<file path="src/include/spi_pkg.sv">
// spi_pkg: register map, field positions, reset values, timing and types
// shared by the byte-wide serial master and its verification side.
// assumes a 200 MHz core clock and a 12-bit byte address on the port.
package spi_pkg;

  // ************************************************************
  // register byte offsets
  // ************************************************************
  localparam int ADDR_W = 12;
  localparam logic [11:0] OFS_DONE_EVENT = 12'h108;
  localparam logic [11:0] OFS_IRQ_SET = 12'h304;
  localparam logic [11:0] OFS_IRQ_CLR = 12'h308;
  localparam logic [11:0] OFS_PERIPH_ON = 12'h500;
  localparam logic [11:0] OFS_CLK_PSEL = 12'h508;
  localparam logic [11:0] OFS_OUT_PSEL = 12'h50C;
  localparam logic [11:0] OFS_IN_PSEL = 12'h510;
  localparam logic [11:0] OFS_RX_BYTE = 12'h518;
  localparam logic [11:0] OFS_TX_BYTE = 12'h51C;
  localparam logic [11:0] OFS_BIT_RATE = 12'h524;
  localparam logic [11:0] OFS_SETUP = 12'h554;

  // ************************************************************
  // field positions and reset values
  // ************************************************************
  localparam int ON_BIT = 0;
  localparam int SETUP_LSB_FIRST_BIT = 0;
  localparam int SETUP_PHASE_BIT = 1;
  localparam int SETUP_POLARITY_BIT = 2;
  localparam int RATE_DIV_LSB = 24;
  localparam int RATE_DIV_W = 8;
  localparam logic [31:0] PSEL_RESET = 32'hFFFFFFFF;
  localparam logic [31:0] RATE_RESET = 32'h04000000;
  localparam logic [31:0] WORD_ZERO = 32'h00000000;
  localparam logic [2:0] SETUP_RESET = 3'h0;

  // ************************************************************
  // timing: settle time between last bit and receive hand-off
  // ************************************************************
  localparam int CORE_PERIOD_PS = 5000;
  localparam int SETTLE_TIME_PS = 10000;
  localparam int SETTLE_CYCLES =
    (SETTLE_TIME_PS + CORE_PERIOD_PS - 1) / CORE_PERIOD_PS;
  localparam logic [3:0] SETTLE_LOAD = 4'(SETTLE_CYCLES - 1);
  localparam logic [4:0] LAST_EDGE = 5'h0F;

  // ************************************************************
  // types
  // ************************************************************
  typedef struct packed {
    logic disconnected;
    logic [25:0] spare;
    logic [4:0] pin;
  } pin_sel_s;

  typedef struct packed {
    logic [7:0] data;
    logic full;
  } byte_slot_s;

  typedef enum {ST_IDLE, ST_SHIFT, ST_SETTLE} engine_e;

endpackage : spi_pkg

</file>
<file path="src/core/spi_master.sv">
// spi_master: byte-wide serial master with two-deep transmit and
// receive paths, four clock modes and pin routing by select registers.
// assumes a same-clock register port master; pins come from the pad
// ring outside this clock domain and slave select is done by software.
//
// How it works
// - transmit path is primary byte plus staging slot
// - all four polarity and phase modes supported
// - clock, out, in routed per select registers
// - pin routing acts only while master enabled
// - registers keep values across disable
// - writing transmit byte starts the transfer
// - queued bytes go out in write order
// - one byte received per byte sent
// - receive path is register plus staging slot
// - done event on every receive register load
// - reading receive byte promotes staged byte
// - staged byte event waits for its promotion
// - clock stops when transmit path is empty
// - receive hand-off delayed after last bit
// - pin selects: pin, disconnect bit, reset ones
// - interrupt enable set by ones only
// - receive byte in low eight bits
//
// Chosen here: the address-and-strobe port.
`timescale 1ns/1ps

module spi_master #(
  parameter int NUM_PINS = 32
) (
  // clock, reset, clock enable
  input wire logic core_clk_in,
  input wire logic rst_in,
  input wire logic clk_en_in,
  // register port
  input wire logic [spi_pkg::ADDR_W-1:0] reg_addr_in,
  input wire logic [31:0] reg_wdata_in,
  input wire logic reg_wr_in,
  input wire logic reg_rd_in,
  output logic [31:0] reg_rdata_out,
  // interrupt request
  output logic irq_out,
  // general pins
  input wire logic [NUM_PINS-1:0] pin_in,
  output logic [NUM_PINS-1:0] pin_out,
  output logic [NUM_PINS-1:0] pin_oe_out
);

  // ************************************************************
  // state
  // ************************************************************
  logic ev_r, ev_nxt;
  logic irq_en_r, irq_en_nxt;
  logic irq_r, irq_nxt;
  logic [31:0] on_r, on_nxt;
  spi_pkg::pin_sel_s sck_sel_r, sck_sel_nxt;
  spi_pkg::pin_sel_s out_sel_r, out_sel_nxt;
  spi_pkg::pin_sel_s in_sel_r, in_sel_nxt;
  logic [7:0] tx_last_r, tx_last_nxt;
  logic [31:0] rate_r, rate_nxt;
  logic [2:0] setup_r, setup_nxt;
  logic [31:0] rdata_r, rdata_nxt;
  spi_pkg::byte_slot_s txq0_r, txq0_nxt;
  spi_pkg::byte_slot_s txq1_r, txq1_nxt;
  spi_pkg::byte_slot_s rxd_r, rxd_nxt;
  spi_pkg::byte_slot_s rxs_r, rxs_nxt;
  spi_pkg::engine_e st_r, st_nxt;
  logic [7:0] half_r, half_nxt;
  logic [4:0] edge_r, edge_nxt;
  logic [3:0] settle_r, settle_nxt;
  logic [7:0] sh_r, sh_nxt;
  logic [7:0] rsh_r, rsh_nxt;
  logic sck_r, sck_nxt;
  logic mosi_r, mosi_nxt;

  // pin side
  logic [NUM_PINS-1:0] sync1_r;
  logic [NUM_PINS-1:0] sync2_r;
  logic [NUM_PINS-1:0] pin_nxt;
  logic [NUM_PINS-1:0] oe_nxt;
  logic miso_s;

  // decoded settings
  logic enabled;
  logic cpol;
  logic cpha;
  logic lsb_first;
  logic [7:0] half_div;

  assign enabled = on_r[spi_pkg::ON_BIT];
  assign cpol = setup_r[spi_pkg::SETUP_POLARITY_BIT];
  assign cpha = setup_r[spi_pkg::SETUP_PHASE_BIT];
  assign lsb_first = setup_r[spi_pkg::SETUP_LSB_FIRST_BIT];

  // half period in core cycles, never below one
  assign half_div = (rate_r[spi_pkg::RATE_DIV_LSB +: spi_pkg::RATE_DIV_W]
    == 8'h00) ? 8'h01 :
    rate_r[spi_pkg::RATE_DIV_LSB +: spi_pkg::RATE_DIV_W];

  // ************************************************************
  // register port, queues and serial engine
  // ************************************************************
  // one pass: promote, read, engine, then software writes and events
  always_comb
  begin
    logic [7:0] ld;
    logic lead;
    logic hw_set;
    ld = 8'h00;
    lead = 1'b0;
    hw_set = 1'b0;
    ev_nxt = ev_r;
    irq_en_nxt = irq_en_r;
    on_nxt = on_r;
    sck_sel_nxt = sck_sel_r;
    out_sel_nxt = out_sel_r;
    in_sel_nxt = in_sel_r;
    tx_last_nxt = tx_last_r;
    rate_nxt = rate_r;
    setup_nxt = setup_r;
    rdata_nxt = spi_pkg::WORD_ZERO;
    txq0_nxt = txq0_r;
    txq1_nxt = txq1_r;
    rxd_nxt = rxd_r;
    rxs_nxt = rxs_r;
    st_nxt = st_r;
    half_nxt = half_r;
    edge_nxt = edge_r;
    settle_nxt = settle_r;
    sh_nxt = sh_r;
    rsh_nxt = rsh_r;
    sck_nxt = sck_r;
    mosi_nxt = mosi_r;

    // staged byte moves up once the register is free; event only now
    if (!rxd_r.full && rxs_r.full)
    begin
      rxd_nxt = rxs_r;
      rxs_nxt.full = 1'b0;
      hw_set = 1'b1;
    end

    // reading the receive byte frees the register
    if (reg_rd_in && reg_addr_in == spi_pkg::OFS_RX_BYTE && rxd_r.full)
    begin
      rxd_nxt.full = 1'b0;
    end

    // serial engine
    case (st_r)
      spi_pkg::ST_IDLE:
      begin
        sck_nxt = cpol;
        // no new byte while both receive slots hold data: nothing lost
        if (enabled && txq0_r.full && !(rxd_r.full && rxs_r.full))
        begin
          ld = txq0_r.data;
          txq0_nxt = txq1_r;
          txq1_nxt.full = 1'b0;
          sh_nxt = ld;
          rsh_nxt = 8'h00;
          edge_nxt = 5'h00;
          half_nxt = half_div - 8'h01;
          st_nxt = spi_pkg::ST_SHIFT;
          if (!cpha)
          begin
            // phase 0 presents the first bit before the first edge
            mosi_nxt = lsb_first ? ld[0] : ld[7];
            sh_nxt = lsb_first ? {1'b0, ld[7:1]} : {ld[6:0], 1'b0};
          end
        end
      end
      spi_pkg::ST_SHIFT:
      begin
        if (!enabled)
        begin
          st_nxt = spi_pkg::ST_IDLE;
        end
        else if (half_r == 8'h00)
        begin
          half_nxt = half_div - 8'h01;
          sck_nxt = ~sck_r;
          edge_nxt = edge_r + 5'h01;
          lead = ~edge_r[0];
          if (lead != cpha)
          begin
            // sampling edge
            rsh_nxt = lsb_first ? {miso_s, rsh_r[7:1]} :
              {rsh_r[6:0], miso_s};
          end
          else if (!(!cpha && edge_r == spi_pkg::LAST_EDGE))
          begin
            // launching edge
            mosi_nxt = lsb_first ? sh_r[0] : sh_r[7];
            sh_nxt = lsb_first ? {1'b0, sh_r[7:1]} :
              {sh_r[6:0], 1'b0};
          end
          // sixteen edges make eight full periods
          if (edge_r == spi_pkg::LAST_EDGE)
          begin
            settle_nxt = spi_pkg::SETTLE_LOAD;
            st_nxt = spi_pkg::ST_SETTLE;
          end
        end
        else
        begin
          half_nxt = half_r - 8'h01;
        end
      end
      spi_pkg::ST_SETTLE:
      begin
        if (settle_r != 4'h0)
        begin
          settle_nxt = settle_r - 4'h1;
        end
        else
        begin
          // hand-off: register if free, else staging slot
          if (!rxd_nxt.full)
          begin
            rxd_nxt = '{data: rsh_r, full: 1'b1};
            hw_set = 1'b1;
          end
          else
          begin
            rxs_nxt = '{data: rsh_r, full: 1'b1};
          end
          // idle again; restarts at once if a byte is queued and a receive slot is free
          st_nxt = spi_pkg::ST_IDLE;
        end
      end
      default:
      begin
        st_nxt = spi_pkg::ST_IDLE;
      end
    endcase

    // software writes; disabling touches nothing else
    if (reg_wr_in)
    begin
      case (reg_addr_in)
        spi_pkg::OFS_DONE_EVENT: ev_nxt = reg_wdata_in[0];
        spi_pkg::OFS_IRQ_SET:
          if (reg_wdata_in[0]) irq_en_nxt = 1'b1;
        spi_pkg::OFS_IRQ_CLR:
          if (reg_wdata_in[0]) irq_en_nxt = 1'b0;
        spi_pkg::OFS_PERIPH_ON: on_nxt = reg_wdata_in;
        spi_pkg::OFS_CLK_PSEL: sck_sel_nxt = reg_wdata_in;
        spi_pkg::OFS_OUT_PSEL: out_sel_nxt = reg_wdata_in;
        spi_pkg::OFS_IN_PSEL: in_sel_nxt = reg_wdata_in;
        spi_pkg::OFS_BIT_RATE: rate_nxt = reg_wdata_in;
        spi_pkg::OFS_SETUP: setup_nxt = reg_wdata_in[2:0];
        spi_pkg::OFS_TX_BYTE:
        begin
          tx_last_nxt = reg_wdata_in[7:0];
          // fill the free slot; a third byte with both full is dropped
          if (!txq0_nxt.full)
          begin
            txq0_nxt = '{data: reg_wdata_in[7:0], full: 1'b1};
          end
          else if (!txq1_nxt.full)
          begin
            txq1_nxt = '{data: reg_wdata_in[7:0], full: 1'b1};
          end
        end
        default: ;
      endcase
    end
    // a hardware load in the same cycle wins over a software clear
    if (hw_set)
    begin
      ev_nxt = 1'b1;
    end

    // read data, presented in the next cycle
    if (reg_rd_in)
    begin
      case (reg_addr_in)
        spi_pkg::OFS_DONE_EVENT: rdata_nxt = {31'h0, ev_r};
        spi_pkg::OFS_IRQ_SET: rdata_nxt = {31'h0, irq_en_r};
        spi_pkg::OFS_IRQ_CLR: rdata_nxt = {31'h0, irq_en_r};
        spi_pkg::OFS_PERIPH_ON: rdata_nxt = on_r;
        spi_pkg::OFS_CLK_PSEL: rdata_nxt = sck_sel_r;
        spi_pkg::OFS_OUT_PSEL: rdata_nxt = out_sel_r;
        spi_pkg::OFS_IN_PSEL: rdata_nxt = in_sel_r;
        spi_pkg::OFS_RX_BYTE: rdata_nxt = {24'h0, rxd_r.data};
        spi_pkg::OFS_TX_BYTE: rdata_nxt = {24'h0, tx_last_r};
        spi_pkg::OFS_BIT_RATE: rdata_nxt = rate_r;
        spi_pkg::OFS_SETUP: rdata_nxt = {29'h0, setup_r};
        default: rdata_nxt = spi_pkg::WORD_ZERO;
      endcase
    end

    irq_nxt = ev_r & irq_en_r;
  end

  // registers; clock enable low freezes everything
  always_ff @(posedge core_clk_in)
  begin
    if (rst_in)
    begin
      ev_r <= 1'b0;
      irq_en_r <= 1'b0;
      irq_r <= 1'b0;
      on_r <= spi_pkg::WORD_ZERO;
      sck_sel_r <= spi_pkg::PSEL_RESET;
      out_sel_r <= spi_pkg::PSEL_RESET;
      in_sel_r <= spi_pkg::PSEL_RESET;
      tx_last_r <= 8'h00;
      rate_r <= spi_pkg::RATE_RESET;
      setup_r <= spi_pkg::SETUP_RESET;
      rdata_r <= spi_pkg::WORD_ZERO;
      txq0_r <= '0;
      txq1_r <= '0;
      rxd_r <= '0;
      rxs_r <= '0;
      st_r <= spi_pkg::ST_IDLE;
      half_r <= 8'h00;
      edge_r <= 5'h00;
      settle_r <= 4'h0;
      sh_r <= 8'h00;
      rsh_r <= 8'h00;
      sck_r <= 1'b0;
      mosi_r <= 1'b0;
    end
    else if (clk_en_in)
    begin
      ev_r <= ev_nxt;
      irq_en_r <= irq_en_nxt;
      irq_r <= irq_nxt;
      on_r <= on_nxt;
      sck_sel_r <= sck_sel_nxt;
      out_sel_r <= out_sel_nxt;
      in_sel_r <= in_sel_nxt;
      tx_last_r <= tx_last_nxt;
      rate_r <= rate_nxt;
      setup_r <= setup_nxt;
      rdata_r <= rdata_nxt;
      txq0_r <= txq0_nxt;
      txq1_r <= txq1_nxt;
      rxd_r <= rxd_nxt;
      rxs_r <= rxs_nxt;
      st_r <= st_nxt;
      half_r <= half_nxt;
      edge_r <= edge_nxt;
      settle_r <= settle_nxt;
      sh_r <= sh_nxt;
      rsh_r <= rsh_nxt;
      sck_r <= sck_nxt;
      mosi_r <= mosi_nxt;
    end
  end

  // ************************************************************
  // pin routing
  // ************************************************************
  // incoming line read only from the second sync stage
  assign miso_s = (enabled && !in_sel_r.disconnected) ?
    sync2_r[in_sel_r.pin] : 1'b0;

  // per pin: clock wins over data if both select the same pin
  for (genvar i = 0; i < NUM_PINS; i++)
  begin : g_pin
    logic drv_sck;
    logic drv_out;
    assign drv_sck = enabled && !sck_sel_r.disconnected &&
      sck_sel_r.pin == 5'(i);
    assign drv_out = enabled && !out_sel_r.disconnected &&
      out_sel_r.pin == 5'(i);
    assign pin_nxt[i] = drv_sck ? sck_r : (drv_out & mosi_r);
    assign oe_nxt[i] = drv_sck | drv_out;
  end

  // pin registers and two-stage input synchroniser
  always_ff @(posedge core_clk_in)
  begin
    if (rst_in)
    begin
      sync1_r <= '0;
      sync2_r <= '0;
      pin_out <= '0;
      pin_oe_out <= '0;
    end
    else if (clk_en_in)
    begin
      sync1_r <= pin_in;
      sync2_r <= sync1_r;
      pin_out <= pin_nxt;
      pin_oe_out <= oe_nxt;
    end
  end

  assign reg_rdata_out = rdata_r;
  assign irq_out = irq_r;

endmodule : spi_master

</file>
<file path="config.mk">
export PLATFORM = sky130hd
export DESIGN_NAME = spi_master
export DESIGN_NICKNAME = d
export VERILOG_FILES = /design/src/include/spi_pkg.sv /design/src/core/spi_master.sv
export SDC_FILE = /design/constraint.sdc
export NUM_CORES = 1
export LEC_CHECK = 0
export BUFFER_PORTS_ARGS = -buffer_cell sky130_fd_sc_hd__buf_4
export CORE_UTILIZATION = 35
export DETAILED_ROUTE_END_ITERATION = 8
export PLACE_DENSITY = 0.64
export SLEW_MARGIN = 20
export SYNTH_ARGS = -nofsm -noshare
export SYNTH_HDL_FRONTEND = slang
export SYNTH_SLANG_ARGS = --single-unit
export TNS_END_PERCENT = 10
</file>
<file path="constraint.sdc">
create_clock -name core_clk_in -period 2.32 [get_ports core_clk_in]
set_input_delay 0.464 -clock core_clk_in [delete_from_list [all_inputs] [get_ports core_clk_in]]
set_output_delay 0.464 -clock core_clk_in [all_outputs]
set_load 0.01 [all_outputs]
</file>
==> flow_summary_export.csv <==
group,metric,value,unit
outcome,status,"complete, no violations",
synthesis,ys_seq_elements,407,
sta,slew_headroom,35.80,%
route,antenna_left,0,
sta,min_period,2225,ps
synthesis,mappedNetlistNets,2263,
sta,slew_violations,0,
route,vias,16668,
global_routing,grt_max_degree,115,
floorplan,die_x,231.2,µm
global_routing,grt_pass1_wl,89220,µm
final_layout,layout-drive-gt1-share,19.21,%
worst_setup_path,path_class,"reg2reg",
synthesis,synthFlopType,"dfxtp_1",
route,first_pass_iters,5,
global_routing,use_met3,3.396,%
sta,rsz0062_at_grt,"no",
clock_tree,cts_setup_buffers,0,
power_and_ir_drop,intPower,11.70,mW
worst_hold_path,hold_path.class,"in2reg",
floorplan,start_util,35.61,%
final_layout,syn2layout_area_growth,22.28,%
floorplan,die_h,231.2,µm
global_routing,busiest_layer,"met2",
power_and_ir_drop,combPwrFrac,6.0,%
sta,fin_crit_sh,95.92,%
clock_tree,cts_hold_buf,0,
synthesis,synthCells,2176,
clock_tree,cts_resized,0,
global_routing,overflow,0,
route,wl,57390,µm
power_and_ir_drop,power.leakage,8.688,nW
power_and_ir_drop,p_seq_share,47.0,%
power_and_ir_drop,p_switching,3.535,mW
placement,dp_cells,2962,
synthesis,synth_edf_count,0,
floorplan,io_pins,178,
synthesis,syn-cell-area,18380,µm²
global_routing,antenna_found_initial,1,
clock_tree,clock-root-buffer,"clkbuf_16",
placement,gp_congestion,0.9577,
synthesis,yosysMostFrequentCell,"dfxtp_1",
global_routing,grt.total_usage,20.89,%
power_and_ir_drop,p_per_area,678.0,nW/µm²
power_and_ir_drop,pwr-share-clk,47.0,%
global_routing,grt_use_met1,27.33,%
clock_tree,h-tree-depth,2,
worst_setup_path,cp_data_arrival_time,2730,ps
power_and_ir_drop,p_total,15.24,mW
sta,hold_slack,114.9,ps
worst_setup_path,endpoint_kind,"register",
worst_setup_path,start_kind,"register",
placement,place_area,21000,µm²
synthesis,postSynth.asyncResetShare,0,%
global_routing,grt_pass1_vias,15960,
placement,hpwl,39660,µm
synthesis,synth.largest_area_cell,"dfxtp_1",
floorplan,dieArea,53430,µm²
clock_tree,clk_pin_slew,70,ps
flow_run,drv_cap,0,
route,viasPerCell,5.485,
clock_tree,cts_sinks,407,
final_layout,postLayoutCellArea,22470,µm²
synthesis,synth.avg_cell_area,8.446,µm²
power_and_ir_drop,peakVddDrop,0.4616,mV
synthesis,yosysSeqAreaShare,44.33,%
final_layout,nets,2414,
route,drc,0,
route,dr.first_iter.drc_count,1811,
sta,fin_worst_skew,26.05,ps
sta,worst_pin_slew,961.0,ps
synthesis,synth_cell_types,80,
synthesis,yosys-top-cells-count,"dfxtp_1 (407), nand2_1 (389), nor2_1 (219)",
synthesis,synth_top_area_share,44.33,%
worst_setup_path,worstPathRequired,2820,ps
synthesis,ys_warn_count,0,
route,wl_per_cell,18.88,µm
power_and_ir_drop,switching_share,23.20,%
clock_tree,clockBufferDepth,3,
clock_tree,cts_buffers,43,
final_layout,final_cells,3039,
floorplan,coreArea,51610,µm²
clock_tree,cts_tree,"built",
final_layout,fill_cells,4905,
floorplan,rows,83,
worst_setup_path,cp_max_fo,16,
sta,finalHoldViolations,0,
sta,setup_viol,0,
clock_tree,insertion_delay,600,ps
placement,io_buffers,177,
sta,fmax,449.4,MHz
global_routing,met2_usage,34.77,%
synthesis,ys_top_cells_by_area,"dfxtp_1 (44%), mux2i_1 (8.2%), nand2_1 (7.9%), nor2_1 (4.5%), a21oi_1 (3.8%)",
==> cells in the final DEF, fill, tap and decap left out, types with 9 or more instances in the layout <==
cell type,count
a211oi_1,50
a21oi_1,138
a221oi_1,25
a22oi_1,42
a31oi_1,22
and2_1,9
and3_1,11
buf_12,20
buf_4,273
clkbuf_16,43
clkbuf_8,12
dfxtp_1,407
inv_1,16
mux2_2,29
mux2i_1,150
nand2_1,389
nand2b_1,9
nand3_1,90
nand3b_1,12
nand4_1,13
nor2_1,217
nor2b_1,9
nor3_1,61
nor3b_1,9
o211ai_1,11
o21ai_0,47
o21ai_1,9
o22ai_1,23
o31ai_2,30
or3_1,14
==> critical path: stages, from the launching register on <==
cell and delay [ps]:
dfxtp_1 510, or3b_1 410, or2_1 470, a211oi_1 370, a31oi_1 100, a211oi_1 280
==> path summary, 6_finish.rpt <==
path                     from            end  slack (ps)  cells after the start
max                   on_r[0]     pin_out[8]          90                      5
min          reg_wdata_in[18]  sck_sel_r[18]         110                      3
max reg2reg           on_r[0]     pin_out[8]          90                      5
min reg2reg         edge_r[4]      edge_r[4]         450                      2
==> registers in the layout, summed over array words and instances, names as in the netlist, 32 cells and up <==
name and count:
rate_r 32, sync1_r 32, out_sel_r 32, on_r 32
sync2_r 32, sck_sel_r 32, in_sel_r 32, pin_oe_out 32
reg_rdata_out 32, pin_out 32
==> routing by layer <==
metal	wire length, µm	up-vias
met3	3670	109
met4	1496	0
met2	27040	557
li1	-	8045
met1	25190	7957
met5	0	-
==> through the flow <==
step | setup slack, ps | TNS, ps | utilization (%)
2_1_floorplan | -141.6 | -7572 | -
3_3_place_gp | -268.5 | -11340 | 40.68
3_5_place_dp | -300.6 | -18600 | 40.68
4_1_cts | 80.93 | 0 | 43.51
5_1_grt | 3.613 | 0 | 43.54
6_report | 94.65 | 0 | 43.54
==> final cells by class <==
cell class,instances,area (µm²),share of cell area (%)
well taps,680,850.8,3.786
inverters,18,68.82,0.3062
clock buffers,62,1257,5.595
clock inverters,14,206.4,0.9187
diodes,1,2.502,0.01114
multi-input cells,1562,9464,42.11
flip-flops and latches,407,8148,36.26
repair buffers,295,2475,11.01
==> power by group through the flow <==
stage	Clock (mW)	Sequential, mW	Combinational [mW]
2_1_floorplan	0	7.32	0.465
6_report	7.17	7.16	0.912
5_1_grt	7.57	7.17	0.985
4_1_cts	7.34	7.16	0.911
3_5_place_dp	0	7.31	0.909
3_3_place_gp	0	7.31	0.894
==> cells by family after synthesis <==
logic type	count (synthesis)	synth area share (%)
multiplexers	187	10.93
AND/OR/NAND/NOR	907	22.30
AO/OA/AOI/OAI	456	17.20
flip-flops	407	44.33
XOR/XNOR	6	0.2859
adder cells (fa/ha/maj)	6	0.4085
buffers and inverters	207	4.541
No activity file was read; power rests on OpenSTA's default activity.
